`src/rtl/ssm_consts.svh`:
```
// constants of the safety i/o status monitor: reset values and timing counts
// assumes a 200 MHz reference clock; included by bare name from rtl/
//
// Overview of operation
// - seven general inputs, each configured to request one chosen safety function
// - four general outputs, each configured to carry one acknowledge signal
// - a one-to-zero edge on an activation input starts the assigned function
// - input low means function active, input high means function not active
// - a dedicated reset input clears the latched error and resumes operation
// - torque-off acknowledge is one while the power stage is off, else zero
// - ready is one only when operational; zero at start-up and on errors
// - ready drops at once when the torque-off acknowledge is found faulty
// - standstill acknowledge is one only while monitored and within standstill limits
// - direction acknowledge is one only while monitored and moving the permitted way
// - range acknowledge is one only while monitored and within speed or position limits
// - standstill, direction and range acknowledges serve their fixed function groups
// - output zero is released high impedance, output one is driven
// - switched-on outputs are periodically switched off for one test pulse
// - switched-off outputs are periodically switched on for one test pulse
// - a periodic test finds shorts between outputs and treats them as faults
// - the on-test scan repeats with a period of about 200 ms
// - any detected error asserts the amplifier pulse-disable
// - the brake command is forwarded to the amplifier
// - while stop-one is active no other function is processed or started
// - either input low starts the delay; both low switch torque off at once
`ifndef SSM_CONSTS_SVH
`define SSM_CONSTS_SVH

`define SSM_CLK_PERIOD_NS 5
`define SSM_CLK_PER_MS 200000
`define SSM_SCAN_PERIOD_MS 200
`define SSM_SCAN_CYCLES (`SSM_SCAN_PERIOD_MS * `SSM_CLK_PER_MS)
`define SSM_TEST_PULSE_NS 500
`define SSM_TEST_PULSE_CYCLES ((`SSM_TEST_PULSE_NS + `SSM_CLK_PERIOD_NS - 1) / `SSM_CLK_PERIOD_NS)
`define SSM_SETTLE_CYCLES 2'h3
`define SSM_PIN_IDLE 1'b1
`define SSM_FB_RST 1'b0
`define SSM_OUT_RST 1'b0

`endif

```
`src/rtl/ssm_dummy_never_used.sv`:
```
// spare source, kept empty
`default_nettype none
`default_nettype wire

```
`src/rtl/ssm_pkg.sv`:
```
// types of the safety i/o status monitor
// assumes nothing beyond a SystemVerilog compiler
`default_nettype none
package ssm_pkg;

  // function that a general input requests
  typedef enum logic [2:0] {
    SSM_FN_STOP_TWO = 3'h0,
    SSM_FN_OPERATING_STOP = 3'h1,
    SSM_FN_LIMITED_SPEED = 3'h2,
    SSM_FN_SPEED_RANGE = 3'h3,
    SSM_FN_POS_DIR = 3'h4,
    SSM_FN_NEG_DIR = 3'h5,
    SSM_FN_LIMITED_INC = 3'h6,
    SSM_FN_NONE = 3'h7
  } ssm_func_e;

  localparam int SSM_NUM_FUNC = 7;
  typedef logic [SSM_NUM_FUNC-1:0] ssm_func_vec_t;

  // acknowledge that a general output carries
  typedef enum logic [1:0] {
    SSM_ACK_STANDSTILL = 2'h0,
    SSM_ACK_DIRECTION = 2'h1,
    SSM_ACK_RANGE = 2'h2,
    SSM_ACK_NONE = 2'h3
  } ssm_ack_sel_e;

  // output test scheduler states
  typedef enum logic [2:0] {
    SSM_SC_WAIT = 3'b001,
    SSM_SC_PULSE = 3'b010,
    SSM_SC_GAP = 3'b100
  } ssm_scan_e;

  // status from the motion monitoring core, same clock
  typedef struct packed {
    logic startup_done;
    logic internal_error;
    logic limit_violation;
    logic standstill_ok;
    logic direction_ok;
    logic range_ok;
    logic brake_request;
  } ssm_mon_s;

endpackage
`default_nettype wire

```
`src/rtl/ssm_sync.sv`:
```
// two-stage synchroniser for pin-level inputs
// assumes inputs are slow levels; no bus coherency across bits
`include "ssm_consts.svh"
`default_nettype none
module ssm_sync #(
  parameter int W = 1,
  parameter logic [W-1:0] RST_VAL = '0
) (
  // clock and reset
  input wire logic i_ref_clk,
  input wire logic i_rst_n,
  // asynchronous level in, synchronised level out
  input wire logic [W-1:0] i_async,
  output logic [W-1:0] o_sync
);
  logic [W-1:0] meta_q;

  // first stage feeds only the second stage
  always_ff @(posedge i_ref_clk) begin
    if (!i_rst_n) begin
      meta_q <= RST_VAL;
      o_sync <= RST_VAL;
    end else begin
      meta_q <= i_async;
      o_sync <= meta_q;
    end
  end
endmodule
`default_nettype wire

```
`src/rtl/ssm_out_chan.sv`:
```
// one safe output channel: drive stage, test inversion and read-back check
// assumes i_fb is already synchronised and i_check is a one-cycle strobe
`include "ssm_consts.svh"
`default_nettype none
module ssm_out_chan (
  // clock and reset
  input wire logic i_ref_clk,
  input wire logic i_rst_n,
  // control
  input wire logic i_state,
  input wire logic i_test,
  input wire logic i_check,
  input wire logic i_fb,
  // pin and fault
  output logic o_drive,
  output logic o_oe_n,
  output logic o_fault
);
  logic drive_d;
  logic [1:0] stable_q;

  assign drive_d = i_state ^ i_test;

  // a one drives the pin, a zero releases it
  always_ff @(posedge i_ref_clk) begin
    if (!i_rst_n) begin
      o_drive <= `SSM_OUT_RST;
      o_oe_n <= ~`SSM_OUT_RST;
    end else begin
      o_drive <= drive_d;
      o_oe_n <= ~drive_d;
    end
  end

  // read-back only counts after the pin had time to settle through the synchroniser
  always_ff @(posedge i_ref_clk) begin
    if (!i_rst_n) begin
      stable_q <= 2'h0;
    end else if (drive_d != o_drive) begin
      stable_q <= 2'h0;
    end else if (stable_q != `SSM_SETTLE_CYCLES) begin
      stable_q <= stable_q + 2'h1;
    end
  end

  // mismatch on own test or because a neighbour pulled this pin
  always_ff @(posedge i_ref_clk) begin
    if (!i_rst_n) begin
      o_fault <= 1'b0;
    end else begin
      o_fault <= i_check && (stable_q == `SSM_SETTLE_CYCLES) && (i_fb != o_drive);
    end
  end
endmodule
`default_nettype wire

```
`src/rtl/ssm_top.sv`:
```
// safety i/o status monitor: input mapping, torque-off sequencing, status outputs
// and periodic output testing
// assumes pins and read-back are asynchronous; config and core status are on i_ref_clk
`include "ssm_consts.svh"
`default_nettype none
module ssm_top #(
  parameter int NUM_IN = 7,
  parameter int NUM_OUT = 4,
  parameter int DELAY_W = 32,
  parameter int SCAN_CYCLES = `SSM_SCAN_CYCLES,
  parameter int PULSE_CYCLES = `SSM_TEST_PULSE_CYCLES
) (
  // clock and reset
  input wire logic i_ref_clk,
  input wire logic i_rst_n,
  // activation pins from the safety controller
  input wire logic i_stop_one_request,
  input wire logic i_error_reset,
  input wire logic [NUM_IN-1:0] i_gen_in,
  // read-back of output pins: general outputs, then ack, then ready
  input wire logic [NUM_OUT+1:0] i_out_fb,
  // configuration
  input wire ssm_pkg::ssm_func_e [NUM_IN-1:0] i_in_assign,
  input wire ssm_pkg::ssm_ack_sel_e [NUM_OUT-1:0] i_out_assign,
  input wire logic [DELAY_W-1:0] i_torque_off_delay,
  // motion monitoring core
  input wire ssm_pkg::ssm_mon_s i_mon,
  // status output pins
  output logic [NUM_OUT-1:0] o_gen_out,
  output logic [NUM_OUT-1:0] o_gen_out_oe_n,
  output logic o_torque_off_ack,
  output logic o_torque_off_ack_oe_n,
  output logic o_ready,
  output logic o_ready_oe_n,
  // servo amplifier
  output logic o_pulse_disable,
  output logic o_brake_cmd,
  // to the monitoring core
  output ssm_pkg::ssm_func_vec_t o_func_active,
  output ssm_pkg::ssm_func_vec_t o_func_start,
  output logic o_stop_one_active,
  output logic o_error
);
  import ssm_pkg::*;

  localparam int NCH = NUM_OUT + 2;
  localparam int CH_ACK = NUM_OUT;
  localparam int CH_RDY = NUM_OUT + 1;
  localparam int CH_W = $clog2(NCH);
  localparam int SCAN_W = $clog2(SCAN_CYCLES);
  localparam int PULSE_W = $clog2(PULSE_CYCLES + 1);

  // refuse sizes the scheduler and mapping cannot serve
  if (NUM_IN < 1 || NUM_IN > 8) begin : g_bad_in
    $error("ssm_top: NUM_IN out of range");
  end
  if (NUM_OUT < 1 || NUM_OUT > 6) begin : g_bad_out
    $error("ssm_top: NUM_OUT out of range");
  end
  if (PULSE_CYCLES < 8) begin : g_bad_pulse
    $error("ssm_top: PULSE_CYCLES too short for read-back settling");
  end
  if (SCAN_CYCLES <= 2 * NCH * PULSE_CYCLES) begin : g_bad_scan
    $error("ssm_top: SCAN_CYCLES cannot hold one test round");
  end
  if (DELAY_W < 2 || DELAY_W > 32) begin : g_bad_delay
    $error("ssm_top: DELAY_W out of range");
  end

  // synchronised pins
  logic stop_in_s;
  logic reset_in_s;
  logic [NUM_IN-1:0] gen_in_s;
  logic [NCH-1:0] fb_s;

  // edge history
  logic stop_prev_q;
  logic reset_prev_q;
  logic [NUM_IN-1:0] gen_prev_q;
  logic limit_prev_q;

  // torque-off sequencing
  logic delay_run_q;
  logic [DELAY_W-1:0] delay_cnt_q;
  logic torque_off_q;
  logic torque_off_d;
  logic error_q;
  logic err_set;
  logic err_clear;
  logic stop_fall;
  logic reset_fall;
  logic limit_rise;
  logic both_low;
  logic delay_start;
  logic delay_expire;
  logic stop_one_busy;

  // function mapping
  ssm_func_vec_t func_req;
  ssm_func_vec_t func_edge;

  // output channels
  logic [NCH-1:0] ch_state;
  logic [NCH-1:0] ch_test;
  logic [NCH-1:0] ch_drive;
  logic [NCH-1:0] ch_oe_n;
  logic [NCH-1:0] ch_fault;
  logic [NUM_OUT-1:0] gen_state_q;
  logic ack_state_q;
  logic ready_state_q;
  logic standstill_ack;
  logic direction_ack;
  logic range_ack;

  // test scheduler
  ssm_scan_e scan_q;
  logic [SCAN_W-1:0] scan_cnt_q;
  logic [PULSE_W-1:0] pulse_cnt_q;
  logic [CH_W-1:0] chan_q;
  logic check_q;
  logic scan_wrap;
  logic phase_end;

  // pins cross into the clock domain; idle high so reset does not look like a request
  ssm_sync #(
    .W(NUM_IN + 2),
    .RST_VAL({(NUM_IN + 2){`SSM_PIN_IDLE}})
  ) u_sync_in (
    .i_ref_clk(i_ref_clk),
    .i_rst_n(i_rst_n),
    .i_async({i_stop_one_request, i_error_reset, i_gen_in}),
    .o_sync({stop_in_s, reset_in_s, gen_in_s})
  );

  ssm_sync #(
    .W(NCH),
    .RST_VAL({NCH{`SSM_FB_RST}})
  ) u_sync_fb (
    .i_ref_clk(i_ref_clk),
    .i_rst_n(i_rst_n),
    .i_async(i_out_fb),
    .o_sync(fb_s)
  );

  // previous levels for edge detection
  always_ff @(posedge i_ref_clk) begin
    if (!i_rst_n) begin
      stop_prev_q <= `SSM_PIN_IDLE;
      reset_prev_q <= `SSM_PIN_IDLE;
      gen_prev_q <= {NUM_IN{`SSM_PIN_IDLE}};
      limit_prev_q <= 1'b0;
    end else begin
      stop_prev_q <= stop_in_s;
      reset_prev_q <= reset_in_s;
      gen_prev_q <= gen_in_s;
      limit_prev_q <= i_mon.limit_violation;
    end
  end

  assign stop_fall = stop_prev_q & ~stop_in_s;
  assign reset_fall = reset_prev_q & ~reset_in_s;
  assign limit_rise = i_mon.limit_violation & ~limit_prev_q;
  assign both_low = ~stop_in_s & ~reset_in_s;
  assign err_set = i_mon.internal_error | (|ch_fault);
  assign err_clear = reset_in_s & ~reset_prev_q;

  // error latch: a new fault in the clearing cycle still latches
  always_ff @(posedge i_ref_clk) begin
    if (!i_rst_n) begin
      error_q <= 1'b0;
    end else if (err_set) begin
      error_q <= 1'b1;
    end else if (err_clear) begin
      error_q <= 1'b0;
    end
  end

  // the delay covers the braking ramp; a zero delay means no ramp at all
  assign delay_start = (stop_fall | reset_fall | limit_rise) & ~delay_run_q & ~torque_off_q;
  assign delay_expire = delay_run_q &
                        ((delay_cnt_q == DELAY_W'(1)) | i_mon.standstill_ok);

  always_comb begin
    torque_off_d = torque_off_q;
    if (both_low || error_q || err_set || delay_expire) begin
      torque_off_d = 1'b1;
    end else if (delay_start && (i_torque_off_delay == '0)) begin
      torque_off_d = 1'b1;
    end else if (torque_off_q && stop_in_s && reset_in_s && !i_mon.limit_violation) begin
      torque_off_d = 1'b0; // release only once both inputs are high and no error stands
    end
  end

  // torque-off delay timer
  always_ff @(posedge i_ref_clk) begin
    if (!i_rst_n) begin
      delay_run_q <= 1'b0;
      delay_cnt_q <= '0;
    end else if (torque_off_d) begin
      delay_run_q <= 1'b0;
      delay_cnt_q <= '0;
    end else if (delay_start) begin
      delay_run_q <= 1'b1;
      delay_cnt_q <= i_torque_off_delay;
    end else if (delay_run_q) begin
      delay_cnt_q <= delay_cnt_q - DELAY_W'(1);
    end
  end

  always_ff @(posedge i_ref_clk) begin
    if (!i_rst_n) begin
      torque_off_q <= 1'b1;
    end else begin
      torque_off_q <= torque_off_d;
    end
  end

  // stop-one owns the drive while requested, ramping or holding torque off
  assign stop_one_busy = ~stop_in_s | delay_run_q | torque_off_q;

  // map each low input onto its configured function
  always_comb begin
    func_req = '0;
    func_edge = '0;
    for (int i = 0; i < NUM_IN; i++) begin
      if (i_in_assign[i] != SSM_FN_NONE) begin
        func_req[i_in_assign[i]] = func_req[i_in_assign[i]] | ~gen_in_s[i];
        func_edge[i_in_assign[i]] = func_edge[i_in_assign[i]] |
                                    (gen_prev_q[i] & ~gen_in_s[i]);
      end
    end
    if (stop_one_busy) begin
      func_req = '0;
      func_edge = '0;
    end
  end

  always_ff @(posedge i_ref_clk) begin
    if (!i_rst_n) begin
      o_func_active <= '0;
      o_func_start <= '0;
      o_stop_one_active <= 1'b0;
      o_error <= 1'b0;
    end else begin
      o_func_active <= func_req;
      o_func_start <= func_edge;
      o_stop_one_active <= stop_one_busy;
      o_error <= error_q;
    end
  end

  // acknowledges are only one while their function group is monitored
  assign standstill_ack = i_mon.standstill_ok & (o_func_active[SSM_FN_STOP_TWO] |
                          o_func_active[SSM_FN_OPERATING_STOP] |
                          o_func_active[SSM_FN_LIMITED_INC]);
  assign direction_ack = i_mon.direction_ok & (o_func_active[SSM_FN_POS_DIR] |
                         o_func_active[SSM_FN_NEG_DIR]);
  assign range_ack = i_mon.range_ok & (o_func_active[SSM_FN_LIMITED_SPEED] |
                     o_func_active[SSM_FN_SPEED_RANGE] |
                     o_func_active[SSM_FN_LIMITED_INC]);

  // logical output states before test inversion
  always_ff @(posedge i_ref_clk) begin
    if (!i_rst_n) begin
      gen_state_q <= '0;
      ack_state_q <= 1'b1;
      ready_state_q <= 1'b0;
    end else begin
      for (int k = 0; k < NUM_OUT; k++) begin
        unique case (i_out_assign[k])
          SSM_ACK_STANDSTILL: gen_state_q[k] <= standstill_ack;
          SSM_ACK_DIRECTION: gen_state_q[k] <= direction_ack;
          SSM_ACK_RANGE: gen_state_q[k] <= range_ack;
          SSM_ACK_NONE: gen_state_q[k] <= 1'b0;
        endcase
      end
      ack_state_q <= torque_off_d;
      // the ack fault drops ready in the same cycle as it latches
      ready_state_q <= i_mon.startup_done & ~error_q & ~err_set & ~ch_fault[CH_ACK];
    end
  end

  // amplifier side: pulse-disable follows torque-off, brake is passed through
  always_ff @(posedge i_ref_clk) begin
    if (!i_rst_n) begin
      o_pulse_disable <= 1'b1;
      o_brake_cmd <= 1'b0;
    end else begin
      o_pulse_disable <= torque_off_d;
      o_brake_cmd <= i_mon.brake_request;
    end
  end

  // the scan counter free-runs so the round repeats at a fixed period
  assign scan_wrap = (scan_cnt_q == SCAN_W'(SCAN_CYCLES - 1));
  assign phase_end = (pulse_cnt_q == PULSE_W'(PULSE_CYCLES - 1));

  always_ff @(posedge i_ref_clk) begin
    if (!i_rst_n) begin
      scan_cnt_q <= '0;
    end else if (scan_wrap) begin
      scan_cnt_q <= '0;
    end else begin
      scan_cnt_q <= scan_cnt_q + SCAN_W'(1);
    end
  end

  // each round: per channel one inverted pulse, then an equal restore gap
  always_ff @(posedge i_ref_clk) begin
    if (!i_rst_n) begin
      scan_q <= SSM_SC_WAIT;
      pulse_cnt_q <= '0;
      chan_q <= '0;
      check_q <= 1'b0;
    end else begin
      check_q <= 1'b0;
      unique case (scan_q)
        SSM_SC_WAIT: begin
          pulse_cnt_q <= '0;
          chan_q <= '0;
          if (scan_wrap) begin
            scan_q <= SSM_SC_PULSE;
          end
        end
        SSM_SC_PULSE: begin
          if (phase_end) begin
            pulse_cnt_q <= '0;
            check_q <= 1'b1;
            scan_q <= SSM_SC_GAP;
          end else begin
            pulse_cnt_q <= pulse_cnt_q + PULSE_W'(1);
          end
        end
        SSM_SC_GAP: begin
          if (phase_end) begin
            pulse_cnt_q <= '0;
            check_q <= 1'b1;
            if (chan_q == CH_W'(NCH - 1)) begin
              scan_q <= SSM_SC_WAIT;
            end else begin
              chan_q <= chan_q + CH_W'(1);
              scan_q <= SSM_SC_PULSE;
            end
          end else begin
            pulse_cnt_q <= pulse_cnt_q + PULSE_W'(1);
          end
        end
        default: begin
          scan_q <= SSM_SC_WAIT;
        end
      endcase
    end
  end

  // the check strobe arrives one cycle after the pulse ends, while the drive
  // still shows the tested level, so the pulse itself is what is read back
  always_comb begin
    ch_test = '0;
    if (scan_q == SSM_SC_PULSE) begin
      ch_test[chan_q] = 1'b1;
    end
  end

  assign ch_state = {ready_state_q, ack_state_q, gen_state_q};

  for (genvar c = 0; c < NCH; c++) begin : g_chan
    ssm_out_chan u_chan (
      .i_ref_clk(i_ref_clk),
      .i_rst_n(i_rst_n),
      .i_state(ch_state[c]),
      .i_test(ch_test[c]),
      .i_check(check_q),
      .i_fb(fb_s[c]),
      .o_drive(ch_drive[c]),
      .o_oe_n(ch_oe_n[c]),
      .o_fault(ch_fault[c])
    );
  end

  // pins straight from the channel drive flops
  assign o_gen_out = ch_drive[NUM_OUT-1:0];
  assign o_gen_out_oe_n = ch_oe_n[NUM_OUT-1:0];
  assign o_torque_off_ack = ch_drive[CH_ACK];
  assign o_torque_off_ack_oe_n = ch_oe_n[CH_ACK];
  assign o_ready = ch_drive[CH_RDY];
  assign o_ready_oe_n = ch_oe_n[CH_RDY];

endmodule
`default_nettype wire

```
`config.mk`:
```
export PLATFORM = sky130hd
export DESIGN_NAME = ssm_top
export DESIGN_NICKNAME = d
export VERILOG_FILES = /design/src/rtl/ssm_dummy_never_used.sv /design/src/rtl/ssm_pkg.sv /design/src/rtl/ssm_sync.sv /design/src/rtl/ssm_out_chan.sv /design/src/rtl/ssm_top.sv
export VERILOG_INCLUDE_DIRS = /design/src /design/src/rtl
export SDC_FILE = /design/constraint.sdc
export NUM_CORES = 1
export LEC_CHECK = 0
export BUFFER_PORTS_ARGS = -buffer_cell sky130_fd_sc_hd__clkbuf_2
export CORE_MARGIN = 5
export CORE_UTILIZATION = 50
export CTS_BUF_LIST = sky130_fd_sc_hd__clkbuf_2
export DETAILED_ROUTE_END_ITERATION = 6
export PLACE_DENSITY = 0.7
export SLEW_MARGIN = 5
export SYNTH_ARGS = -nofsm -noshare
export SYNTH_HDL_FRONTEND = slang
export SYNTH_HIERARCHICAL = 1
export SYNTH_SLANG_ARGS = --single-unit
```
`constraint.sdc`:
```
create_clock -name i_ref_clk -period 9.5 [get_ports i_ref_clk]
set_input_delay 2.375 -clock i_ref_clk [delete_from_list [all_inputs] [get_ports i_ref_clk]]
set_output_delay 2.375 -clock i_ref_clk [all_outputs]
set_load 0.1 [all_outputs]
```
# After elaboration in Yosys (flattened, before gate mapping)
# Memory sizes are Yosys's and may differ from the RTL's.
# Cells that the tools add are included.
dict set report word_totals {
  regBits 167
  latchBits 0
  mem_bits_rw 0
  mem_bits_ro 8
  input_bits 85
  output_inout_bits 30
  elab_cells 347
  memories 1
}
dict set report op_classes {
  addsub 10
  n_mul 0
  div 0
  n_lt_le_gt_ge 16
  eq_ne 54
  n_shift 0
  muxes 90
  bitwise_logic 77
  n_reduce_logical 51
}
# name words word_bits rd rd_clocked_by_memory_dff write_ports line_no
set mem_list {}
lappend mem_list {{(name not given)} 8 1 1 0 0 ssm_top.sv:228} ;# func_edge[i_in_assign[i]] = func_edge[i_in_assign[i]] |
# op count
set op_table {}
lappend op_table {{7-bit two-way mux} 15}
lappend op_table {{7-bit bitwise mux} 12}
lappend op_table {{32-bit two-way mux} 2}
lappend op_table {{1-bit binary-select mux with 3-bit select} 12}
lappend op_table {{32-bit by 1-bit == test with 1-bit output, second input constant} 1}
lappend op_table {{32-bit logical NOT} 1}
lappend op_table {{3-bit by 4-bit < comparator with 1-bit output, second input constant} 8}
lappend op_table {{32-bit by 1-bit subtractor with 32-bit output, second input constant} 1}
lappend op_table {{2-bit == test, second input constant} 14}
lappend op_table {{1-bit two-way mux} 27}
lappend op_table {{26-bit by 1-bit adder with 26-bit output, second input constant} 1}
lappend op_table {{26-bit == test, second input constant} 1}
lappend op_table {{1-bit bitwise OR} 25}
lappend op_table {{1-bit demux with 3-bit select} 8}
lappend op_table {{3-bit by 1-bit >= comparator with 1-bit output, second input constant} 8}
lappend op_table {{1-bit logical AND} 24}
lappend op_table {{1-bit NOT} 23}
lappend op_table {{1-bit AND} 21}
lappend op_table {{3-bit != test, second input constant} 7}
lappend op_table {{2-bit != test, second input constant} 10}
lappend op_table {{2-bit OR reduction} 10}
lappend op_table {{1-bit one-hot mux with 4 select lines} 4}
lappend op_table {{3-bit two-way mux} 5}
lappend op_table {{7-bit AND} 2}
lappend op_table {{22 further kinds} 56}

# Longest topological paths before layout
# Gate-level depths: netlist of the first run.
dict set report logic_depth {
  depth_word 36
  mapped_depth 13
  ltp_nobuf 11
}

# By module
# Netlist of the first run, hierarchy kept.
# mod n_inst cells_each area_each_um2 seq_area_each_um2
set modules_own_cells {}
lappend modules_own_cells {ssm_top 1 955 7069.3 2142.1}
lappend modules_own_cells {ssm_out_chan 6 17 206.4 100.1}
lappend modules_own_cells {{ssm_sync at u_sync_in} 1 37 486.7 360.3}
lappend modules_own_cells {{ssm_sync at u_sync_fb} 1 25 336.6 240.2}

# Least setup slack after synthesis of the first run
# OpenSTA, ideal clock, no wires.
dict set report synth_path {
  path_type {input-to-reg}
  startpoint {input i_in_assign[3] in the netlist's numbering}
  endpoint {register o_func_active[5]}
  setup_time_ns 0.120
  arrival_ns 4.959
  t_required_ns 9.380
  setup_slack_ns 4.422
  cell_stages 12
  path_buffers 1
  path_cell_list {buf_6 > or3_4 > nand3_1 > o221a_1 > o311ai_2 > and3_4 > a221o_1 > a2111oi_4 > o21ai_2 > a221oi_2 > nor2_1 > o31a_1}
}
dict set report synth_between {
  elab_chain_len 31
  word_cells_on_any_way 36
  cone_classes {order compare: 2; eq/ne: 1; mux: 26; bitwise: 6; reduce/logical: 1}
}
# element line_no
set synth_rtl {}
lappend synth_rtl {{from (decl)} ssm_top.sv:23} ;# input wire ssm_pkg::ssm_func_e [NUM_IN-1:0] i_in_assign,
lappend synth_rtl {{3-bit by 4-bit < comparator with 1-bit output (not written as such) / 3-bit by 1-bit >= comparator with 1-bit output (equally long branches)} ssm_top.sv:227} ;# func_req[i_in_assign[i]] = func_req[i_in_assign[i]] | ~gen_in_s[i];
lappend synth_rtl {{1-bit logical AND (not written as such)} ssm_top.sv:227}
lappend synth_rtl {{1-bit two-way mux (not written as such)} ssm_top.sv:227}
lappend synth_rtl {{1-bit demux with 3-bit select} ssm_top.sv:227}
lappend synth_rtl {{7-bit bitwise mux} ssm_top.sv:227}
lappend synth_rtl {{7-bit two-way mux (*)} ssm_top.sv:226} ;# if (i_in_assign[i] != SSM_FN_NONE) begin
lappend synth_rtl {{1-bit binary-select mux with 3-bit select} ssm_top.sv:227}
lappend synth_rtl {{1-bit two-way mux (not written as such)} ssm_top.sv:227}
lappend synth_rtl {{[15 not listed]} n/a}
lappend synth_rtl {{1-bit bitwise OR} ssm_top.sv:227}
lappend synth_rtl {{7-bit bitwise mux} ssm_top.sv:227}
lappend synth_rtl {{7-bit two-way mux (*)} ssm_top.sv:226}
lappend synth_rtl {{1-bit binary-select mux with 3-bit select} ssm_top.sv:227}
lappend synth_rtl {{1-bit two-way mux (not written as such)} ssm_top.sv:227}
lappend synth_rtl {{1-bit bitwise OR} ssm_top.sv:227}
lappend synth_rtl {{7-bit bitwise mux} ssm_top.sv:227}
lappend synth_rtl {{7-bit two-way mux (*)} ssm_top.sv:226}
lappend synth_rtl {{to (signal assigned)} ssm_top.sv:245} ;# o_func_active <= func_req;
lappend synth_rtl {{to (decl)} ssm_top.sv:39} ;# output ssm_pkg::ssm_func_vec_t o_func_active,
# Every way passes the cells marked *; elsewhere a longest branch is shown, timed or not. The select of a mux whose other input is x is not followed.
# A chain may end at the register's enable or synchronous reset.

# Worst setup path after layout of the first run
dict set report layout_path {
  startpoint {input i_in_assign[2] in the netlist's numbering}
  endpoint {register o_func_start[2]}
}
dict set report layout_between {
  elab_chain_len 36
  word_cells_on_any_way 41
  cone_classes {order compare: 2; eq/ne: 1; mux: 28; bitwise: 8; reduce/logical: 1; memory: 1}
}
# element line_no
set layout_rtl {}
lappend layout_rtl {{3-bit by 4-bit < comparator with 1-bit output (not written as such) / 3-bit by 1-bit >= comparator with 1-bit output (equally long branches)} ssm_top.sv:228}
lappend layout_rtl {{1-bit logical AND (not written as such)} ssm_top.sv:228}
lappend layout_rtl {{1-bit two-way mux (not written as such)} ssm_top.sv:228}
lappend layout_rtl {{1-bit demux with 3-bit select} ssm_top.sv:228}
lappend layout_rtl {{7-bit AND (no line)} n/a}
lappend layout_rtl {{7-bit two-way mux (*)} ssm_top.sv:226}
lappend layout_rtl {{1-bit binary-select mux with 3-bit select} ssm_top.sv:228}
lappend layout_rtl {{1-bit two-way mux (not written as such)} ssm_top.sv:228}
lappend layout_rtl {{[20 not listed]} n/a}
lappend layout_rtl {{1-bit bitwise OR} ssm_top.sv:228}
lappend layout_rtl {{7-bit bitwise mux} ssm_top.sv:228}
lappend layout_rtl {{7-bit two-way mux (*)} ssm_top.sv:226}
lappend layout_rtl {{1-bit binary-select mux with 3-bit select} ssm_top.sv:228}
lappend layout_rtl {{1-bit two-way mux (not written as such)} ssm_top.sv:228}
lappend layout_rtl {{1-bit bitwise OR} ssm_top.sv:228}
lappend layout_rtl {{7-bit bitwise mux} ssm_top.sv:228}
lappend layout_rtl {{7-bit two-way mux (*)} ssm_top.sv:226}
lappend layout_rtl {{to (signal assigned)} ssm_top.sv:246} ;# o_func_start <= func_edge;
lappend layout_rtl {{to (decl)} ssm_top.sv:40} ;# output ssm_pkg::ssm_func_vec_t o_func_start,
# Marked as above.

==> flow_metrics.tcl, run 1 <==
set metrics [dict create \
    detail-route-antenna-nets 0 \
    synth_top_flop_cell "dfxtp_1" \
    power_per_cell_area_nw_per_um2 142 \
    io_pins 115 \
    final_area_um2 10100 \
    synth_seq_cells 167 \
    cp.arrival_ps 5570 \
    die_y_um 145 \
    wl_per_cell_um 16.9 \
    dp_hpwl_um 18300 \
    first_pass_iters 5 \
    synth_area_leaders "dfxtp_1 (37%), nor2_1 (5.1%), a21oi_1 (4.9%)" \
    slew_headroom_pct 20.2 \
    dp_slack_ps 3920 \
    setup_tns_ps 0 \
    synth.largest_area_cell "dfxtp_1" \
    synthTopCellsByCount "dfxtp_1 (167), nor2_1 (125), nand2_1 (95)" \
    cts_buffer_depth 2 \
    setup_viol 0 \
    clock-root-buffer "clkbuf_2" \
    grt_pass1_wl_um 40100 \
    seq_power_share_pct 52.5 \
    rows 49 \
    port_buffers 114 \
    yosysUniqueCellTypes 87 \
    tritoncts "yes" \
    clkLatencyLatePin_ps 790 \
    status "completed" \
    period_share_pct 51.8 \
    cts_made_buffers 17 \
    htreeDepth 4 \
    hold_path_class "reg -> reg" \
    netlist_area_um2 9130 \
    vias_per_cell 5.94 \
    antenna_found_initial 1 \
    synth-seq-area-share_pct 36.6 \
    p_clk_share_pct 29.5 \
    crit_required_ps 10150 \
    cts-resized-gates 0 \
    leakage_nw 3.89 \
    cp-start-kind "primary input" \
    p_sw_w 0.000504 \
    rsz0062_at_grt "no" \
    gp_congestion 0.983 \
    p_int_w 0.000934 \
    track_usage_pct 22.4 \
    core_area_um2 18000 \
    crit_path_end_kind "register" \
    synthDominantCellAreaShare_pct 36.6 \
    max-vdd-ir-drop_uv 155 \
    cts_sinks 167 \
    grt_max_degree 99 \
    avgSynthCellArea_um2 8.16 \
    fin_util_pct 56.3 \
    pwr-share-comb_pct 18.0 \
    fin_crit_ps 4920 \
    die_w_um 145 \
    synth_most_common_cell "dfxtp_1" \
    max_freq_mhz 203 \
    postPlaceCellArea_um2 9810 \
    grt_pass1_vias 7836 \
    critPathKind "in -> reg" \
    layout-drive-gt1-share_pct 15.2 \
    cap_violations 0 \
    postCtsSetupBuffers 0 \
    postSynthCellCount 1119 \
    nets 1300 \
    clock_skew_ps 56.1 \
    num_vias 8585 \
    areaGrowthSynthToFinish_pct 10.7 \
    syn_nets 1216 \
    dieArea_um2 21100 \
    cp_max_fo 10 \
    drv_slew 0 \
    cts_hold_buf 0 \
    hold_violations 0 \
    synth_edf_count 0 \
    yosysWarnings 6 \
    worst_slew_pin_slew_ps 1200 \
    async_flop_share_pct 0 \
    switching_share_pct 35.0 \
    clk_pin_slew_ps 320 \
    initial_utilization_pct 50.8 \
    route.detailed.drc 0 \
    drt_iter0_markers 731 \
    wl_um 24500 \
    grt_overflow 0 \
    worst_slack_ps 4580 \
    power_w 0.00144 \
]
-- per-layer routing --
layer	share of wire (%)	GRT usage [%]	up-vias
met5	0	0	-
met4	2.1	6.86	0
met3	6.8	5.05	48
met2	44	33.6	326
met1	47	32.1	3949
li1	-	-	4262
-- state kept, by name, indices dropped and copies added (netlist names), 3 cells and up --
register / cells
chan_q: 3
delay_cnt_q: 32
g_chan.u_chan/o_drive: 6
g_chan.u_chan/o_fault: 6
g_chan.u_chan/o_oe_n: 6
g_chan.u_chan/stable_q: 12
gen_prev_q: 7
gen_state_q: 4
o_func_active: 7
o_func_start: 7
pulse_cnt_q: 7
scan_cnt_q: 26
scan_q: 3
u_sync_fb/meta_q: 6
u_sync_fb/o_sync: 6
u_sync_in/meta_q: 9
u_sync_in/o_sync: 9
-- power by group through the flow --
| stage | Combinational (W) | Clock, W | Sequential (W) |
|---|---|---|---|
| 2_1_floorplan | 0.000176 | 0 | 0.000776 |
| 3_3_place_gp | 0.000254 | 0 | 0.000766 |
| 3_5_place_dp | 0.000255 | 0 | 0.000766 |
| 4_1_cts | 0.000256 | 0.000439 | 0.000755 |
| 5_1_grt | 0.000286 | 0.000474 | 0.000760 |
| 6_report | 0.000258 | 0.000424 | 0.000754 |
-- cells by family (layout without fill, tap and decap cells) --
kind of cell / Yosys count / after routing / share of synthesized area (%)
AOI/OAI and AO/OA: 284 / 284 / 21.1
other: 0 / 1 / 0
xor gates and xnor gates: 53 / 53 / 6.07
adders and majority gates: 12 / 12 / 1.64
muxes: 11 / 11 / 1.22
and+or+nand+nor: 519 / 519 / 30.0
DFF: 167 / 167 / 36.6
buffers and inverters: 73 / 170 / 3.33
-- final cells by class --
type	count	area, um^2
Multi-Input combinational cell	879	5500
Tap cell	229	287
Inverter	20	75.1
Antenna cell	1	2.50
Clock inverter	15	216
Fill cell	1727	7850
Clock buffer	17	85.1
Timing Repair Buffer	118	601
Sequential cell	167	3340
-- worst paths after layout --
| path | start | endpoint | slack (ps) | depth (start not counted) |
|---|---|---|---|---|
| setup / recovery | i_in_assign[2] | o_func_start[2] | 4580 | 12 |
| hold / removal | u_sync_in/meta_q[4] | u_sync_in/o_sync[4] | 400 | 1 |
| setup reg to reg | gen_prev_q[0] | o_func_start[2] | 5940 | 11 |
| hold reg to reg | u_sync_in/meta_q[4] | u_sync_in/o_sync[4] | 400 | 1 |
-- cells in the final DEF, fill, tap and decap left out, types with 25 or more instances in the layout --
cell      instances
dfxtp_1         167
clkbuf_2        130
nor2_1          125
nand2_1          95
a21oi_1          89
nand3_1          48
o21ai_0          42
xor2_1           29
nand2b_1         29
nor4_1           28
nor3_1           27
and2_1           25
-- worst max-delay path, stage by stage --
cell and delay, ps:
clkbuf_2 140, nor2_2 360, a41oi_1 220, nor3_2 400
a21oi_1 240, a211oi_4 410, o21ai_2 160, a211oi_2 300
o21ai_1 110, a311oi_1 410, a211oi_2 130, a311oi_1 300
-- per-stage QoR --
step	std cells	hold slack, ps
6_report	1446	398
5_1_grt	1446	429
4_1_cts	1445	400
3_5_place_dp	1413	392
3_3_place_gp	1413	389
2_1_floorplan	1119	385
Power figures use the tool's default switching activity.
==> run 2: changes to the inputs <==
PLACE_DENSITY = 0.73   (was 0.7)
clock period = 4.05 ns   (was 9.5 ns; I/O delays follow)
==> flow_metrics.tcl, run 2 (same netlist as run 1, synthesis figures left out) <==
set metrics [dict create \
    status "completed" \
    htreeDepth 4 \
    max-vdd-ir-drop_uv 247 \
    regMostFlops "delay_cnt_q" \
    p_clk_share_pct 27.4 \
    power_per_cell_area_nw_per_um2 319 \
    critPathKind "reg -> reg" \
    clkLatencyLatePin_ps 700 \
    areaGrowthSynthToFinish_pct 14.6 \
    p_sw_w 0.00106 \
    grt_max_degree 91 \
    rsz0062_at_grt "no" \
    worst_slew_pin_slew_ps 1110 \
    clk_pin_slew_ps 260 \
    hold_violations 0 \
    grt_pass1_wl_um 41300 \
    cts_buffer_depth 2 \
    nFillCells 1681 \
    cp_common_cell "a311oi_1" \
    top_regs "delay_cnt_q (32), scan_cnt_q (26), g_chan.u_chan/stable_q (12)" \
    slew_headroom_pct 25.3 \
    clock-root-buffer "clkbuf_2" \
    max_freq_mhz 286 \
    initial_utilization_pct 50.8 \
    p_int_w 0.00228 \
    cp-start-kind "register" \
    detail-route-antenna-nets 0 \
    postCtsSetupBuffers 0 \
    fin_crit_ps 3500 \
    cp_cell_sequence "nand3b_1 -> o311a_1 -> nor3_2 -> a21oi_1 -> a21oi_2 -> a41oi_2 -> a311oi_1 -> nand4_1 -> a311oi_1 -> a211oi_2 -> buf_4 -> a311oi_1" \
    num_vias 8771 \
    setup_viol 0 \
    cts-resized-gates 0 \
    nets 1353 \
    grt_pass1_vias 8269 \
    first_pass_iters 7 \
    core_area_um2 18000 \
    max_stage_delay_ps 600 \
    cts_hold_buf 0 \
    crit_path_end_kind "register" \
    tritoncts "yes" \
    switching_share_pct 31.7 \
    fin_util_pct 58.3 \
    dp_hpwl_um 19200 \
    pwr-share-comb_pct 19.6 \
    rows 49 \
    route.detailed.drc 0 \
    grt_overflow 0 \
    period_share_pct 86.4 \
    hold_path_class "reg -> reg" \
    vias_per_cell 5.86 \
    drt_iter0_markers 737 \
    gp_congestion 0.968 \
    antenna_found_initial 1 \
    drv_slew 0 \
    port_buffers 114 \
    die_y_um 145 \
    clock_skew_ps 37.0 \
    dieArea_um2 21100 \
    cp.arrival_ps 4130 \
    whs_ps 442 \
    layout-drive-gt1-share_pct 18.7 \
    track_usage_pct 23.2 \
    cap_violations 0 \
    layout_common_cells "dfxtp_1 (167), clkbuf_2 (132), nor2_1 (125)" \
    largest_reg_flops 32 \
    leakage_nw 4.13 \
    wl_um 25200 \
    cts_made_buffers 17 \
    final_common_cell "dfxtp_1" \
    slowest_stage "dfxtp_1" \
    seq_power_share_pct 53.0 \
    die_w_um 145 \
    cp_max_fo 9 \
    crit_required_ps 4680 \
    io_pins 115 \
    wl_per_cell_um 16.8 \
    cts_sinks 167 \
]
[run 2: power groups by stage]
stage	sequential [W]	clock, W	combinational (W)
3_5_place_dp	0.00180	0	0.000645
5_1_grt	0.00178	0.00103	0.000725
6_report	0.00177	0.000914	0.000655
4_1_cts	0.00177	0.000947	0.000649
3_3_place_gp	0.00179	0	0.000638
2_1_floorplan	0.00182	0	0.000413
[run 2: final timing paths]
| check | cells past startpoint | endpoint | start | slack, ps |
|---|---|---|---|---|
| worst min register to register | 1 | u_sync_in/o_sync[8] | u_sync_in/meta_q[8] | 440 |
| worst min-delay path | 1 | u_sync_in/o_sync[8] | u_sync_in/meta_q[8] | 440 |
| worst max-delay path | 12 | o_func_start[2] | gen_prev_q[0] | 550 |
| worst max register to register | 12 | o_func_start[2] | gen_prev_q[0] | 550 |
[run 2: layer usage]
metal	track usage [%]	up-vias	share of wire, %
met5	0	-	0
met4	8.30	0	2.6
met3	5.86	45	7.8
met2	35.5	318	44
met1	31.8	4054	46
li1	-	4354	-
[run 2: area by class of cell]
type,count,area [um^2],area share (%)
Antenna cell,1,2.50,0.0239
Timing Repair Buffer,171,1010,9.66
Clock buffer,18,90.1,0.861
Sequential cell,167,3340,31.9
Tap cell,229,287,2.74
Multi-Input combinational cell,879,5500,52.6
Clock inverter,13,159,1.52
Inverter,20,75.1,0.717
[run 2: worst max-delay path: cells and delay by family, from the launching register on]
| family | cells | cell delay, ps |
|---|---|---|
| flops | 1 | 600 |
| simple gates | 3 | 650 |
| buf+inv | 1 | 170 |
| compound gates | 8 | 2020 |
[run 2: per-stage QoR]
stage,std cells,setup slack (ps),area (um^2),TNS (ps),power (W)
detailed placement,1466,-62.2,10200,-176,0.00244
global placement,1466,19.4,10200,0,0.00243
CTS,1497,645,10500,0,0.00336
finish,1498,550,10500,0,0.00333
global route,1498,298,10500,0,0.00353
floorplan,1119,334,9130,0,0.00223
